## src/shared/spi_link_pkg.sv

```systemverilog
/*
  Constants and types shared by the serial link control block: register map,
  field positions, reset values, rate divisors and the transfer states.
  Assumes a byte-wide register port with a two-bit word address.
*/
package spi_link_pkg;
  localparam int ADDR_W = 2;
  localparam int DATA_W = 8;

  // register word addresses
  localparam logic [ADDR_W-1:0] ADDR_CONTROL = 2'h0;
  localparam logic [ADDR_W-1:0] ADDR_STATUS = 2'h1;
  localparam logic [ADDR_W-1:0] ADDR_DATA = 2'h2;

  // serial_link_control fields
  localparam int CTL_RX_IRQ_EN = 7;
  localparam int CTL_MASTER = 5;
  localparam int CTL_CPOL = 4;
  localparam int CTL_CPHA = 3;
  localparam int CTL_WIRED_OR = 2;
  localparam int CTL_ENABLE = 1;
  localparam int CTL_TX_IRQ_EN = 0;
  localparam logic [DATA_W-1:0] CONTROL_RESET = 8'h28;
  localparam logic [DATA_W-1:0] CONTROL_WMASK = 8'hBF;

  // serial_link_status_control fields
  localparam int ST_RX_FULL = 7;
  localparam int ST_OVERFLOW = 6;
  localparam int ST_MODE_FAULT = 4;
  localparam int ST_TX_EMPTY = 3;
  localparam int ST_MF_ENABLE = 2;
  localparam int ST_RATE_HI = 1;
  localparam int ST_RATE_LO = 0;
  localparam logic MF_ENABLE_RESET = 1'b0;
  localparam logic [1:0] RATE_RESET = 2'h0;

  // master divisor per rate code; the serial clock toggles every divisor cycles
  localparam logic [7:0] DIV_CODE0 = 8'h02;
  localparam logic [7:0] DIV_CODE1 = 8'h08;
  localparam logic [7:0] DIV_CODE2 = 8'h20;
  localparam logic [7:0] DIV_CODE3 = 8'h80;

  localparam logic [3:0] BITS_PER_BYTE = 4'h8;
  localparam logic [3:0] EDGE_LAST = 4'hF;
  localparam logic [DATA_W-1:0] BYTE_ZERO = 8'h00;

  typedef enum logic {XFER_IDLE, XFER_BUSY} xfer_state_t;
endpackage

```

## src/hw/spi_pin_and_control_logic.sv

```systemverilog
/*
  Byte-wide serial peripheral interface: control registers, master clock
  generation, master and slave shifting, pin ownership and pin drivers.
  Assumes a simple register port with read data one cycle after the strobe,
  external pins joined by a pad ring that resolves the three-signal pins.
*/
// The implementer's own choices: the address map and the strobed register port.
`timescale 1ns/10ps
module spi_pin_and_control_logic (
  input wire logic clk,
  input wire logic rst,
  input wire logic [spi_link_pkg::ADDR_W-1:0] regAddr,
  input wire logic [spi_link_pkg::DATA_W-1:0] regWdata,
  input wire logic regWrite,
  input wire logic regRead,
  output logic [spi_link_pkg::DATA_W-1:0] regRdata,
  input wire logic sclkIn,
  output logic sclkOut,
  output logic sclkOeN,
  input wire logic mosiIn,
  output logic mosiOut,
  output logic mosiOeN,
  input wire logic misoIn,
  output logic misoOut,
  output logic misoOeN,
  input wire logic ssN,
  output logic sclkOwned,
  output logic mosiOwned,
  output logic misoOwned,
  output logic ssOwned,
  output logic pullupOff,
  output logic ssLevel,
  output logic txIrq,
  output logic rxIrq
);
  import spi_link_pkg::*;

  logic sclkSync;
  logic mosiSync;
  logic misoSync;
  logic ssSync;

  logic [DATA_W-1:0] control_q, control_d;
  logic mfEnable_q, mfEnable_d;
  logic [1:0] rate_q, rate_d;
  logic rxFull_q, rxFull_d;
  logic overflow_q, overflow_d;
  logic modeFault_q, modeFault_d;
  logic txFull_q, txFull_d;
  logic [DATA_W-1:0] txData_q, txData_d;
  logic [DATA_W-1:0] rxData_q, rxData_d;
  logic [DATA_W-1:0] shift_q, shift_d;
  logic outBit_q, outBit_d;
  logic [3:0] bitCnt_q, bitCnt_d;
  logic [3:0] edgeCnt_q, edgeCnt_d;
  logic [7:0] divCnt_q, divCnt_d;
  logic sclkLvl_q, sclkLvl_d;
  xfer_state_t state_q, state_d;
  logic ovfSeen_q, ovfSeen_d;
  logic modfSeen_q, modfSeen_d;
  logic [DATA_W-1:0] rdData_q, rdData_d;
  logic sclkPrev_q, ssPrev_q;
  logic sclkOut_d, sclkOeN_d, mosiOut_d, mosiOeN_d, misoOut_d, misoOeN_d;
  logic sclkOut_q, sclkOeN_q, mosiOut_q, mosiOeN_q, misoOut_q, misoOeN_q;

  logic enable, master, cpol, cpha, wiredOr;
  logic ssLow, slaveOn, slaveLead, slaveTrail, ssFall, ssRise;
  logic [7:0] divisor;
  logic halfTick;
  logic sampleEdge, launchEdge, byteDone, masterFault, slaveFault;

  // every pin input passes two flops; select idles high
  bit_sync #(.RESET_VAL(1'b0)) syncSclk (.clk(clk), .rst(rst), .din(sclkIn), .dout(sclkSync));
  bit_sync #(.RESET_VAL(1'b0)) syncMosi (.clk(clk), .rst(rst), .din(mosiIn), .dout(mosiSync));
  bit_sync #(.RESET_VAL(1'b0)) syncMiso (.clk(clk), .rst(rst), .din(misoIn), .dout(misoSync));
  bit_sync #(.RESET_VAL(1'b1)) syncSs (.clk(clk), .rst(rst), .din(ssN), .dout(ssSync));

  assign enable = control_q[CTL_ENABLE];
  assign master = control_q[CTL_MASTER];
  assign cpol = control_q[CTL_CPOL];
  assign cpha = control_q[CTL_CPHA];
  assign wiredOr = control_q[CTL_WIRED_OR];

  assign ssLow = ~ssSync;
  assign slaveOn = enable & ~master;
  // edges count only while selected; select high masks them
  assign slaveLead = slaveOn & ssLow & (sclkSync != sclkPrev_q) & (sclkSync != cpol);
  assign slaveTrail = slaveOn & ssLow & (sclkSync != sclkPrev_q) & (sclkSync == cpol);
  assign ssFall = ssPrev_q & ~ssSync;
  assign ssRise = ~ssPrev_q & ssSync;

  always_comb begin
    case (rate_q)
      2'h0: divisor = DIV_CODE0;
      2'h1: divisor = DIV_CODE1;
      2'h2: divisor = DIV_CODE2;
      default: divisor = DIV_CODE3;
    endcase
  end
  assign halfTick = (divCnt_q == divisor - 8'h01);

  assign masterFault = enable & master & mfEnable_q & ssLow;
  assign slaveFault = slaveOn & mfEnable_q & (state_q == XFER_BUSY) & ssRise;

  // open-drain only pulls low; push-pull drives both levels
  function automatic logic padOut(input logic val, input logic wom);
    padOut = wom ? 1'b0 : val;
  endfunction
  function automatic logic padOeN(input logic val, input logic drive, input logic wom);
    padOeN = ~(drive & (~wom | ~val));
  endfunction

  always_comb begin
    control_d = control_q;
    mfEnable_d = mfEnable_q;
    rate_d = rate_q;
    rxFull_d = rxFull_q;
    overflow_d = overflow_q;
    modeFault_d = modeFault_q;
    txFull_d = txFull_q;
    txData_d = txData_q;
    rxData_d = rxData_q;
    shift_d = shift_q;
    outBit_d = outBit_q;
    bitCnt_d = bitCnt_q;
    edgeCnt_d = edgeCnt_q;
    divCnt_d = divCnt_q;
    sclkLvl_d = sclkLvl_q;
    state_d = state_q;
    ovfSeen_d = ovfSeen_q;
    modfSeen_d = modfSeen_q;
    rdData_d = BYTE_ZERO;
    sampleEdge = 1'b0;
    launchEdge = 1'b0;
    byteDone = 1'b0;

    case (state_q)
      XFER_IDLE: begin
        sclkLvl_d = cpol;
        divCnt_d = 8'h00;
        bitCnt_d = 4'h0;
        edgeCnt_d = 4'h0;
        if (enable & master & txFull_q) begin
          shift_d = txData_q;
          outBit_d = txData_q[DATA_W-1];
          txFull_d = 1'b0;
          state_d = XFER_BUSY;
        end else if (slaveOn & ((~cpha & ssFall) | (cpha & slaveLead))) begin
          // without new data the previous shifter contents go out again
          if (txFull_q) begin
            shift_d = txData_q;
            outBit_d = txData_q[DATA_W-1];
            txFull_d = 1'b0;
          end else begin
            outBit_d = shift_q[DATA_W-1];
          end
          state_d = XFER_BUSY;
        end
      end
      XFER_BUSY: begin
        if (master) begin
          divCnt_d = divCnt_q + 8'h01;
          if (halfTick) begin
            divCnt_d = 8'h00;
            sclkLvl_d = ~sclkLvl_q;
            edgeCnt_d = edgeCnt_q + 4'h1;
            // even edge counts are leading edges
            sampleEdge = (edgeCnt_q[0] == cpha);
            launchEdge = ~sampleEdge;
            byteDone = (edgeCnt_q == EDGE_LAST);
          end
        end else begin
          sampleEdge = cpha ? slaveTrail : slaveLead;
          launchEdge = cpha ? slaveLead : slaveTrail;
          byteDone = sampleEdge & (bitCnt_q == BITS_PER_BYTE - 4'h1);
        end
        if (sampleEdge) begin
          shift_d = {shift_q[DATA_W-2:0], master ? misoSync : mosiSync};
          bitCnt_d = bitCnt_q + 4'h1;
        end
        if (launchEdge) begin
          outBit_d = shift_q[DATA_W-1];
        end
        if (byteDone) begin
          state_d = XFER_IDLE;
        end
      end
      default: begin
        state_d = XFER_IDLE;
      end
    endcase

    // register port
    if (regWrite) begin
      case (regAddr)
        ADDR_CONTROL: begin
          control_d = regWdata & CONTROL_WMASK;
        end
        ADDR_STATUS: begin
          mfEnable_d = regWdata[ST_MF_ENABLE];
          rate_d = regWdata[ST_RATE_HI:ST_RATE_LO];
        end
        ADDR_DATA: begin
          // a slave mid-byte keeps this waiting until the next start
          txData_d = regWdata;
          txFull_d = 1'b1;
          if (modfSeen_q) begin
            modeFault_d = 1'b0;
            modfSeen_d = 1'b0;
          end
        end
        default: begin
        end
      endcase
    end
    if (regRead) begin
      case (regAddr)
        ADDR_CONTROL: begin
          rdData_d = control_q;
        end
        ADDR_STATUS: begin
          rdData_d[ST_RX_FULL] = rxFull_q;
          rdData_d[ST_OVERFLOW] = overflow_q;
          rdData_d[ST_MODE_FAULT] = modeFault_q;
          rdData_d[ST_TX_EMPTY] = ~txFull_q;
          rdData_d[ST_MF_ENABLE] = mfEnable_q;
          rdData_d[ST_RATE_HI:ST_RATE_LO] = rate_q;
          ovfSeen_d = overflow_q;
          modfSeen_d = modeFault_q;
        end
        ADDR_DATA: begin
          rdData_d = rxData_q;
          rxFull_d = 1'b0;
          if (ovfSeen_q) begin
            overflow_d = 1'b0;
            ovfSeen_d = 1'b0;
          end
        end
        default: begin
          rdData_d = BYTE_ZERO;
        end
      endcase
    end

    // a faulting master turns itself off
    if (masterFault) begin
      control_d[CTL_ENABLE] = 1'b0;
    end

    // disabled: partial reset that empties the transmit register; other flags and control bits untouched
    if (~enable) begin
      txFull_d = 1'b0;
      state_d = XFER_IDLE;
      shift_d = BYTE_ZERO;
      outBit_d = 1'b0;
      bitCnt_d = 4'h0;
      edgeCnt_d = 4'h0;
      divCnt_d = 8'h00;
      sclkLvl_d = cpol;
      byteDone = 1'b0;
    end

    // hardware sets win over software clears
    // a data read in the same cycle frees the register, so the byte is kept
    if (byteDone) begin
      if (rxFull_d) begin
        overflow_d = 1'b1;
      end else begin
        rxData_d = shift_d;
        rxFull_d = 1'b1;
      end
    end
    if (masterFault | slaveFault) begin
      modeFault_d = 1'b1;
    end
  end

  always_comb begin
    sclkOut_d = padOut(sclkLvl_q, wiredOr);
    sclkOeN_d = padOeN(sclkLvl_q, enable & master, wiredOr);
    mosiOut_d = padOut(outBit_q, wiredOr);
    mosiOeN_d = padOeN(outBit_q, enable & master, wiredOr);
    misoOut_d = padOut(outBit_q, wiredOr);
    misoOeN_d = padOeN(outBit_q, slaveOn & ssLow, wiredOr);
  end

  always_ff @(posedge clk) begin
    if (rst) begin
      control_q <= CONTROL_RESET;
      mfEnable_q <= MF_ENABLE_RESET;
      rate_q <= RATE_RESET;
      rxFull_q <= 1'b0;
      overflow_q <= 1'b0;
      modeFault_q <= 1'b0;
      txFull_q <= 1'b0;
      txData_q <= BYTE_ZERO;
      rxData_q <= BYTE_ZERO;
      shift_q <= BYTE_ZERO;
      outBit_q <= 1'b0;
      bitCnt_q <= 4'h0;
      edgeCnt_q <= 4'h0;
      divCnt_q <= 8'h00;
      sclkLvl_q <= 1'b0;
      state_q <= XFER_IDLE;
      ovfSeen_q <= 1'b0;
      modfSeen_q <= 1'b0;
      rdData_q <= BYTE_ZERO;
      sclkPrev_q <= 1'b0;
      ssPrev_q <= 1'b1;
      sclkOut_q <= 1'b0;
      sclkOeN_q <= 1'b1;
      mosiOut_q <= 1'b0;
      mosiOeN_q <= 1'b1;
      misoOut_q <= 1'b0;
      misoOeN_q <= 1'b1;
    end else begin
      control_q <= control_d;
      mfEnable_q <= mfEnable_d;
      rate_q <= rate_d;
      rxFull_q <= rxFull_d;
      overflow_q <= overflow_d;
      modeFault_q <= modeFault_d;
      txFull_q <= txFull_d;
      txData_q <= txData_d;
      rxData_q <= rxData_d;
      shift_q <= shift_d;
      outBit_q <= outBit_d;
      bitCnt_q <= bitCnt_d;
      edgeCnt_q <= edgeCnt_d;
      divCnt_q <= divCnt_d;
      sclkLvl_q <= sclkLvl_d;
      state_q <= state_d;
      ovfSeen_q <= ovfSeen_d;
      modfSeen_q <= modfSeen_d;
      rdData_q <= rdData_d;
      sclkPrev_q <= sclkSync;
      ssPrev_q <= ssSync;
      sclkOut_q <= sclkOut_d;
      sclkOeN_q <= sclkOeN_d;
      mosiOut_q <= mosiOut_d;
      mosiOeN_q <= mosiOeN_d;
      misoOut_q <= misoOut_d;
      misoOeN_q <= misoOeN_d;
    end
  end

  assign regRdata = rdData_q;
  assign sclkOut = sclkOut_q;
  assign sclkOeN = sclkOeN_q;
  assign mosiOut = mosiOut_q;
  assign mosiOeN = mosiOeN_q;
  assign misoOut = misoOut_q;
  assign misoOeN = misoOeN_q;
  // pins go back to the port whenever the block is off
  assign sclkOwned = enable;
  assign mosiOwned = enable;
  assign misoOwned = enable;
  assign ssOwned = enable & (~master | mfEnable_q);
  assign pullupOff = wiredOr;
  assign ssLevel = ssSync;
  assign txIrq = ~txFull_q & control_q[CTL_TX_IRQ_EN];
  assign rxIrq = rxFull_q & control_q[CTL_RX_IRQ_EN] & enable;
endmodule

```

## src/hw/bit_sync.sv

```systemverilog
/*
  Two-flop synchroniser for one level coming from a pin.
  Assumes the input is asynchronous to clk; reset is synchronous, active high.
*/
`timescale 1ns/10ps
module bit_sync #(
  parameter logic RESET_VAL = 1'b0
) (
  input wire logic clk,
  input wire logic rst,
  input wire logic din,
  output logic dout
);
  logic stage1_q;
  logic stage1_d;
  logic stage2_d;

  always_comb begin
    stage1_d = din;
    stage2_d = stage1_q;
  end

  // first stage feeds only the second
  always_ff @(posedge clk) begin
    if (rst) begin
      stage1_q <= RESET_VAL;
      dout <= RESET_VAL;
    end else begin
      stage1_q <= stage1_d;
      dout <= stage2_d;
    end
  end
endmodule

```

## config.mk

```make
export PLATFORM = sky130hd
export DESIGN_NAME = spi_pin_and_control_logic
export DESIGN_NICKNAME = d
export VERILOG_FILES = /design/src/shared/spi_link_pkg.sv /design/src/hw/spi_pin_and_control_logic.sv /design/src/hw/bit_sync.sv
export SDC_FILE = /design/constraint.sdc
export NUM_CORES = 1
export LEC_CHECK = 0
export ABC_AREA = 0
export BUFFER_PORTS_ARGS = -buffer_cell sky130_fd_sc_hd__buf_2
export CAP_MARGIN = 30
export CORE_MARGIN = 2
export CORE_UTILIZATION = 62
export DETAILED_ROUTE_END_ITERATION = 7
export PLACE_DENSITY = 0.87
export SYNTH_ARGS = -nofsm -noshare
export SYNTH_HDL_FRONTEND = slang
export SYNTH_SLANG_ARGS = --single-unit
```

## constraint.sdc

```tcl
create_clock -name clk -period 6.4 [get_ports clk]
set_input_delay 1.28 -clock clk [delete_from_list [all_inputs] [get_ports clk]]
set_output_delay 1.28 -clock clk [all_outputs]
set_load 0.05 [all_outputs]
```

# --- Word level (Yosys, flattened, before mapping) ---
# Index checks and enable logic that the tools add are counted.
# Widths: inputs -> output; s select.
word_totals:
  ff_bits: 82
  mem_bits_rw: 0
  out_inout_bits: 22
  romBits: 0
  latchBits: 0
  n_memories: 0
op_classes:
  n_lt_le_gt_ge: 0
  n_bitwise: 46
  multipliers: 0
  addsub: 4
  n_mux: 67
  n_eq_ne: 18
  div: 0
  reduce_logical: 19
  shift: 0
op_table:
  columns: ["operator", "n"]
  rows:
  - ["$mux 8", 7]
  - ["$mux 1", 45]
  - ["$pmux 8 s2", 2]
  - ["$and 1x1->1", 25]
  - ["$pmux 8 s3", 1]
  - ["$not 1->1", 16]
  - ["$pmux 4 s2", 2]
  - ["$reduce_and 2->1", 8]
  - ["$pmux 5 s3", 1]
  - ["$mux 4", 3]
  - ["$pmux 1 s2", 5]
  - ["$add 4x1->4 const B", 2]
  - ["$add 8x1->8 const B", 1]
  - ["$eq 8x8->1", 1]
  - ["$reduce_bool 2->1", 4]
  - ["$reduce_or 2->1", 4]
  - ["$sub 8x1->8 const B", 1]
  - ["$ne 2x1->1 const B", 3]
  - ["$ne 3x3->1 const B", 2]
  - ["$pmux 2 s3", 1]
  - ["$or 1x1->1", 5]
  - ["$eq 2x1->1 const B", 2]
  - ["$eq 2x2->1 const B", 2]
  - ["$eq 4x3->1 const B", 1]
  - ["other kinds (7)", 10]

# --- Depth between registers and ports, before layout ---
# Gate-level depths: netlist (run 1).
logic_depth:
  ltp_word: 13
  ltp_mapped: 9

# --- Hierarchy ---
# Synthesis (run 1) repeated with hierarchy kept, for this count alone.
unflattened:
  hier_cells: 396
  hier_area_um2: 3550.9
modules_own_cells:
  columns: ["module", "cells_per_inst", "instances", "area_each_um2", "seq_area_each_um2"]
  rows:
  - ["spi_pin_and_control_logic", 380, 1, 3340.7, 1481.4]
  - ["bit_sync", 4, 4, 52.6, 40.0]

# --- Worst setup path after synthesis (run 1) ---
# Ideal clock, no wire load.
synth_timing:
  path_kind: "reg2out"
  startpoint: "register control_q[1]"
  endpoint: "output ssOwned"
  t_arrival_ns: 2.069
  path_slack_ns: 3.051
  path_buffers: 1
  stages_incl_launch_ff: 3
  cell_sequence: "dfxtp_1 > buf_2 > a21boi_0"
synth_via:
  elab_chain_len: 1
synth_rtl:
  columns: ["element", "line", "source"]
  rows:
  - ["start, declared", "spi_pin_and_control_logic.sv:43", "logic [DATA_W-1:0] control_q, control_d;"]
  - ["start signal, assigned", "spi_pin_and_control_logic.sv:317", "control_q <= control_d;"]
  - ["$and 1x1->1", "spi_pin_and_control_logic.sv:358", "assign ssOwned = enable & (~master | mfEnable_q);"]
  - ["end, declared", "spi_pin_and_control_logic.sv:30", "output logic ssOwned,"]
# Every way passes these cells.

# --- Final worst setup path (run 1) ---
layout_timing:
  startpoint: "register control_q[5]"
  endpoint: "output ssOwned"
layout_via:
  elab_chain_len: 3
layout_rtl:
  columns: ["element", "line"]
  rows:
  - ["$not 1->1", "spi_pin_and_control_logic.sv:358"]
  - ["$or 1x1->1", "spi_pin_and_control_logic.sv:358"]
  - ["$and 1x1->1", "spi_pin_and_control_logic.sv:358"]
# Every way passes these cells.

==> results of run 1 <==
-- cell usage in the layout (no fill, tap or decap), types with 7 or more instances in the layout --
cell,count
dfxtp_1,82
nand2_1,54
buf_2,39
a21oi_1,30
nor2_1,28
nand3_1,22
nor2b_1,14
nor3b_1,11
mux2i_1,11
and3_1,10
clkbuf_8,9
xor2_1,8
ha_1,7
-- routing by layer --
layer | routed length (µm) | part of all wire (%) | vias to the layer above
met5 | 0 | 0 | -
met4 | 189 | 2.4 | 0
met3 | 650 | 8.4 | 21
met2 | 3440 | 44 | 143
met1 | 3471 | 45 | 1372
li1 | - | - | 1442
-- final cells by class --
class                   count  share of cell area, %
repair buffers             39                  4.930
flip-flops and latches     82                  41.47
clock inverters             7                  2.339
well taps                  72                  2.276
clock buffers               9                  3.129
multi-input cells         280                  45.29
inverters                   6                 0.5689
-- kinds of logic after synthesis --
group	Yosys count	synth area share (%)
AO/OA/AOI/OAI	77	15.83
XOR/XNOR	14	3.417
adder cells (fa/ha/maj)	7	2.441
buffers and inverters	31	4.288
flip-flops	82	45.75
multiplexers	16	4.637
AND/OR/NAND/NOR	166	23.64
-- registers in the layout, summed over array words and instances (netlist names), 2 cells and up --
signal,flops
shift_q,8
rxData_q,8
bitCnt_q,4
control_q,7
regRdata,8
divCnt_q,8
txData_q,8
rate_q,2
edgeCnt_q,4
-- worst paths after layout --
| path | from | endpoint | depth (start not counted) | slack, ns |
|---|---|---|---|---|
| worst max-delay path | control_q[5] | ssOwned | 2 | 3.47 |
| worst min-delay path | syncSs.stage1_q | syncSs.dout | 1 | 0.41 |
| worst max register to register | control_q[1] | rxData_q[0] | 6 | 3.91 |
| worst min register to register | syncSs.stage1_q | syncSs.dout | 1 | 0.41 |
-- worst reg2reg max path: cells and delay by family, from the launching register on --
kind / cells / cell delay (ns)
AO/OA/AOI/OAI: 1 / 0.26
flip-flops: 1 / 0.59
multiplexers: 1 / 0.39
AND/OR/NAND/NOR: 4 / 1.15
-- power by group --
| group | leakage, nW | internal [W] | switching, W |
|---|---|---|---|
| Clock | 0.113 | 0.000220 | 0.000183 |
| Sequential | 0.664 | 0.000517 | 0.00000829 |
| Combinational | 0.734 | 0.0000173 | 0.0000334 |
-- stage by stage --
step | hold WS, ns | setup slack [ns] | power (W)
2_1_floorplan | 0.3895 | 3.051 | 0.0005709
4_1_cts | 0.4127 | 3.468 | 0.0009817
3_3_place_gp | 0.3939 | 3.368 | 0.0005855
5_1_grt | 0.4303 | 3.387 | 0.001012
6_report | 0.4128 | 3.467 | 0.0009792
3_5_place_dp | 0.3943 | 3.324 | 0.0005869
==> results.sh, run 1 <==
export IMPL_htree_levels=3
export IMPL_drtIter0Drc=266
export IMPL_setup_viol=0
export IMPL_synth_cells=393
export IMPL_crit_chain="a21boi_0 -> buf_2"
export IMPL_drtAntennaViolNets=0
export IMPL_grt_busiest_layer="met2"
export IMPL_grtUsageMet2_pct=38.33
export IMPL_outcome="complete, no violations"
export IMPL_grt_pass1_vias=2575
export IMPL_drt_total_wl_um=7752
export IMPL_row_count=27
export IMPL_grt_use_met3_pct=5.056
export IMPL_drive_gt1_share_pct=17.26
export IMPL_wl_per_cell_um=15.66
export IMPL_grt_max_degree=44
export IMPL_powerDensity_nw_per_um2=247.3
export IMPL_cts_hold_buf=0
export IMPL_firstDrtPassIters=6
export IMPL_cp_start_kind="flop"
export IMPL_finalCritPeriodShare_pct=45.83
export IMPL_die_height_um=80.08
export IMPL_cts_sinks=82
export IMPL_regArea_um2=1642
export IMPL_max_freq_mhz=340.9
export IMPL_tightest_slew_ns=0.9299
export IMPL_synthToLayoutAreaGrowth_pct=10.32
export IMPL_finalHoldViolCount=0
export IMPL_post_cts_resized=0
export IMPL_timing_worst_setup_path_type="flop to output pin"
export IMPL_place_hpwl_um=5364
export IMPL_multi_input_area_um2=1793
export IMPL_grt_pass1_wl_um=12570
export IMPL_fill_cells=414
export IMPL_yosys_register_bits=82
export IMPL_crit_buf_inv=1
export IMPL_start_util_pct=64.77
export IMPL_relSlewSlack_pct=37.59
export IMPL_antenna_found_initial=0
export IMPL_clkTransAtPathRegs_ns=0.09
export IMPL_grt_remaining_overflow=0
export IMPL_synth_avg_cell_area_um2=9.131
export IMPL_tns_ns=0
export IMPL_arrival_ns=1.65
export IMPL_post_cts_buffers=0
export IMPL_post_dp_cell_area_um2=3742
export IMPL_die_w_um=80.08
export IMPL_ys_seq_area_share_pct=45.75
export IMPL_yosys_warnings=0
export IMPL_final_core_util_pct=71.45
export IMPL_dominantRegCellSynth="dfxtp_1"
export IMPL_tritoncts="built"
export IMPL_synth_edf_count=0
export IMPL_async_reset_ff_share_pct=0
export IMPL_dp_cells=479
export IMPL_period_minus_slack_ns=2.933
export IMPL_end_kind="output pin"
export IMPL_worstPathRequired_ns=5.12
export IMPL_final_design_area_no_fill_um2=3959
export IMPL_vias=2978
export IMPL_slowest_delay_ns=0.84
export IMPL_synth_cell_area_um2=3588
export IMPL_synthTopCellsByCount="dfxtp_1 (82), nand2_1 (54), a21oi_1 (30)"
export IMPL_finalNonFillerCells=495
export IMPL_track_usage_pct=25.69
export IMPL_ys_types=55
export IMPL_min_path_type="flop to flop"
export IMPL_cts_made_buffers=9
export IMPL_p_leak_nw=1.511
export IMPL_cts_buffer_depth=2
export IMPL_ios=40
export IMPL_gp_congestion=0.9014
export IMPL_cts_root_buf="clkbuf_8"
export IMPL_maxSlewViolCount=0
export IMPL_yosysMostFrequentCell="dfxtp_1"
export IMPL_syn_num_nets=418
export IMPL_clk_latency_ns=0.35
export IMPL_peakVddDrop_v=0.0002115
export IMPL_dieArea_um2=6412
export IMPL_core_region_area_um2=5540
export IMPL_antenna_cells=0
export IMPL_grtUsageMet1_pct=35.98
export IMPL_drv_cap=0
export IMPL_finalClockSkew_ns=0.01300
export IMPL_path_max_fanout=19
export IMPL_cp_slowest_cell="dfxtp_1"
export IMPL_viasPerCell=6.016
export IMPL_yosysTopAreaCellShare_pct=45.75
export IMPL_synth_top_area_cell="dfxtp_1"
export IMPL_io_buffers=39
export IMPL_rsz0062_at_grt="no"
export IMPL_ys_top_cells_by_area="dfxtp_1 (46%), nand2_1 (5.6%), a21oi_1 (4.2%)"
export IMPL_num_nets_final=443
export IMPL_cp_top_family="flip-flops"
export IMPL_drc=0
(Power assumes the default switching activity.)
==> run 2: changes to the inputs <==
ABC_AREA = 1   (was 0)
CORE_UTILIZATION = 53   (was 62)
PLACE_DENSITY = 0.79   (was 0.87)
clock period = 2.55 ns   (was 6.4 ns; I/O delays follow)
==> run 2 against run 1 <==
Effect of this change:
- worst hold slack got worse by 0.086 ns
- first-iteration DRC count rose by 50%
- non-clock buffer count up 3
- via count up 20%
- area after synthesis grew 11%
- worst setup slack worse by 3.0 ns
- largest cell class unchanged
- register-to-register slack worse by 3.5 ns
- sequential share of layout area decreased by 4.4 points
- synthesized cell count increased by 36%
- largest power group unchanged
- clock skew is 0.0034 ns higher
- core utilization decreased by 10 points
- flip-flop and latch count did not move
==> results.sh, run 2 <==
export IMPL_num_nets_final=593
export IMPL_crit_path_start="control_q[5]"
export IMPL_end_kind="flop"
export IMPL_finalClockSkew_ns=0.01635
export IMPL_cts_made_buffers=9
export IMPL_tns_ns=0
export IMPL_slowest_delay_ns=0.61
export IMPL_grt_max_degree=30
export IMPL_crit_top_cell="nand3_1"
export IMPL_dominantRegCellSynth="dfxtp_1"
export IMPL_ys_seq_area_share_pct=41.14
export IMPL_setup_viol=0
export IMPL_synth_cell_area_um2=3990
export IMPL_synth_cells=534
export IMPL_start_util_pct=55.01
export IMPL_yosysMostFrequentCell="nand2_1"
export IMPL_synth_edf_count=0
export IMPL_firstDrtPassIters=5
export IMPL_hold_start="ssN"
export IMPL_antenna_found_initial=0
export IMPL_vias=3582
export IMPL_path_max_fanout=9
export IMPL_final_core_util_pct=61.12
export IMPL_finalHoldViolCount=0
export IMPL_peakVddDrop_v=0.0002875
export IMPL_synth_top_area_cell="dfxtp_1"
export IMPL_drtAntennaViolNets=0
export IMPL_cp_top_family="simple AND/OR/NAND/NOR gates"
export IMPL_r2r_slack_ns=0.45
export IMPL_cts_hold_buf=0
export IMPL_core_region_area_um2=7253
export IMPL_cp_slowest_cell="dfxtp_1"
export IMPL_io_buffers=39
export IMPL_r2r_end="rxData_q[3]"
export IMPL_syn_num_nets=559
export IMPL_power_w=0.002511
export IMPL_layout_common_cells="nand2_1 (107), dfxtp_1 (82), inv_1 (67), nor2_1 (64), nand3_1 (44)"
export IMPL_drc=0
export IMPL_drtIter0Drc=398
export IMPL_arrival_ns=2.41
export IMPL_ys_top_cells_by_area="dfxtp_1 (41%), nand2_1 (10%), inv_1 (6.3%)"
export IMPL_maxSlewViolCount=0
export IMPL_async_reset_ff_share_pct=0
export IMPL_place_hpwl_um=7035
export IMPL_die_height_um=90.77
export IMPL_cts_root_buf="clkbuf_8"
export IMPL_die_w_um=90.77
export IMPL_row_count=31
export IMPL_hold_path_depth=2
export IMPL_synthTopCellsByCount="nand2_1 (107), dfxtp_1 (82), inv_1 (67)"
export IMPL_tightest_slew_ns=0.6004
export IMPL_viasPerCell=5.330
export IMPL_track_usage_pct=23.91
export IMPL_yosys_register_bits=82
export IMPL_ys_types=45
export IMPL_layout_commonest_cell="nand2_1"
export IMPL_cts_sinks=82
export IMPL_synthToLayoutAreaGrowth_pct=11.10
export IMPL_crit_buf_inv=1
export IMPL_cp_start_kind="flop"
export IMPL_yosysTopAreaCellShare_pct=41.14
export IMPL_antenna_cells=0
export IMPL_crit_chain="clkinv_4 -> nand2_2 -> nor2_4 -> nand3_1 -> nand2_1 -> nand3_1 -> nand2_2 -> nand2_2 -> nand2_1 -> nand3_1 -> nand3_1 -> a21oi_2"
export IMPL_relSlewSlack_pct=59.97
export IMPL_dieArea_um2=8238
export IMPL_drv_cap=0
export IMPL_htree_levels=3
export IMPL_hold_worst_slack_ns=0.3268
export IMPL_ios=40
export IMPL_rsz0062_at_grt="no"
export IMPL_max_freq_mhz=475.5
export IMPL_outcome="complete, no violations"
export IMPL_timing_worst_setup_path_type="flop to flop"
export IMPL_synth_avg_cell_area_um2=7.472
export IMPL_yosys_warnings=0
export IMPL_powerDensity_nw_per_um2=566.3
export IMPL_grt_pass1_wl_um=15780
export IMPL_grt_pass1_vias=3348
export IMPL_period_minus_slack_ns=2.103
export IMPL_post_cts_buffers=0
export IMPL_p_leak_nw=1.883
export IMPL_cts_buffer_depth=2
export IMPL_tritoncts="built"
export IMPL_clkTransAtPathRegs_ns=0.09
export IMPL_worstPathRequired_ns=2.86
export IMPL_regToRegStartpoint="control_q[5]"
export IMPL_r2r_cells=12
export IMPL_post_cts_resized=0
export IMPL_min_path_type="primary input to flop"
export IMPL_gp_congestion=0.9283
export IMPL_clk_latency_ns=0.37
export IMPL_wl_per_cell_um=14.22
export IMPL_grt_remaining_overflow=0
export IMPL_drt_total_wl_um=9554
export IMPL_whs_endpoint="syncSs.stage1_q"
export IMPL_drive_gt1_share_pct=19.72
export IMPL_finalCritPeriodShare_pct=82.47
-- run 2: changes by cell type in the layout (fill, tap and decap cells not counted), moves of 10 or more --
cell and change:
nand2_1 +53, and3_1 -10, mux2i_1 -10, inv_1 +61, nand3_1 +22, nand2_2 +11
nor2b_1 -14, nor2_1 +36, o21ai_0 +16
-- run 2: metrics by stage --
step           worst slack [ns]  instances  area [µm²]
6_report                 0.4471        672        4433
2_1_floorplan            0.2535        534        3990
5_1_grt                  0.1843        672        4433
3_5_place_dp             0.5048        656        4223
3_3_place_gp             0.5508        656        4223
4_1_cts                  0.4770        672        4433
-- run 2: worst register-to-register path, stage by stage (launching register included) --
cell and delay, ns:
dfxtp_1 0.61, clkinv_4 0.18, nand2_2 0.13, nor2_4 0.05
nand3_1 0.12, nand2_1 0.06, nand3_1 0.14, nand2_2 0.16
nand2_2 0.17, nand2_1 0.07, nand3_1 0.07, nand3_1 0.14
a21oi_2 0.14
-- run 2: cell type report --
cell class | instances | area (µm²)
clock inverters | 6 | 72.57
clock buffers | 10 | 137.6
multi-input cells | 359 | 1956
inverters | 74 | 284.0
fillers | 636 | 2820
flip-flops and latches | 82 | 1642
repair buffers | 42 | 217.7
well taps | 99 | 123.9
-- run 2: report_power, final --
group | internal [W] | switching (W) | total (W)
sequential | 0.00131 | 0.0000241 | 0.00133
clock | 0.000489 | 0.000503 | 0.000992
combinational | 0.0000537 | 0.000135 | 0.000188
total | 0.00185 | 0.000662 | 0.00251
-- run 2: cell families after synthesis --
| group | Yosys count | share of synthesized area, % |
|---|---|---|
| flip-flops | 82 | 41.14 |
| adder cells (fa/ha/maj) | 7 | 2.195 |
| AO/OA/AOI/OAI | 77 | 12.42 |
| AND/OR/NAND/NOR | 268 | 32.83 |
| buffers and inverters | 93 | 9.846 |
| multiplexers | 1 | 0.2509 |
| XOR/XNOR | 6 | 1.317 |
-- run 2: routing by layer --
metal | GRT usage, % | routed length (µm) | vias to the layer above
li1 | - | - | 1779
met1 | 30.91 | 4233 | 1631
met2 | 38.74 | 4472 | 154
met3 | 4.925 | 676 | 18
met4 | 10.13 | 172 | 0
met5 | 0 | 0 | -
-- run 2: worst max path at each step --
stage                     cells past startpoint     endpoint  slack (ns)
after detailed placement                     12  rxData_q[3]        0.50
after global placement                       12  rxData_q[3]        0.55
final                                        12  rxData_q[3]        0.45
after global routing                         12  rxData_q[3]        0.18
after CTS                                    12  rxData_q[3]        0.48
after floorplan                               4        rxIrq        0.25
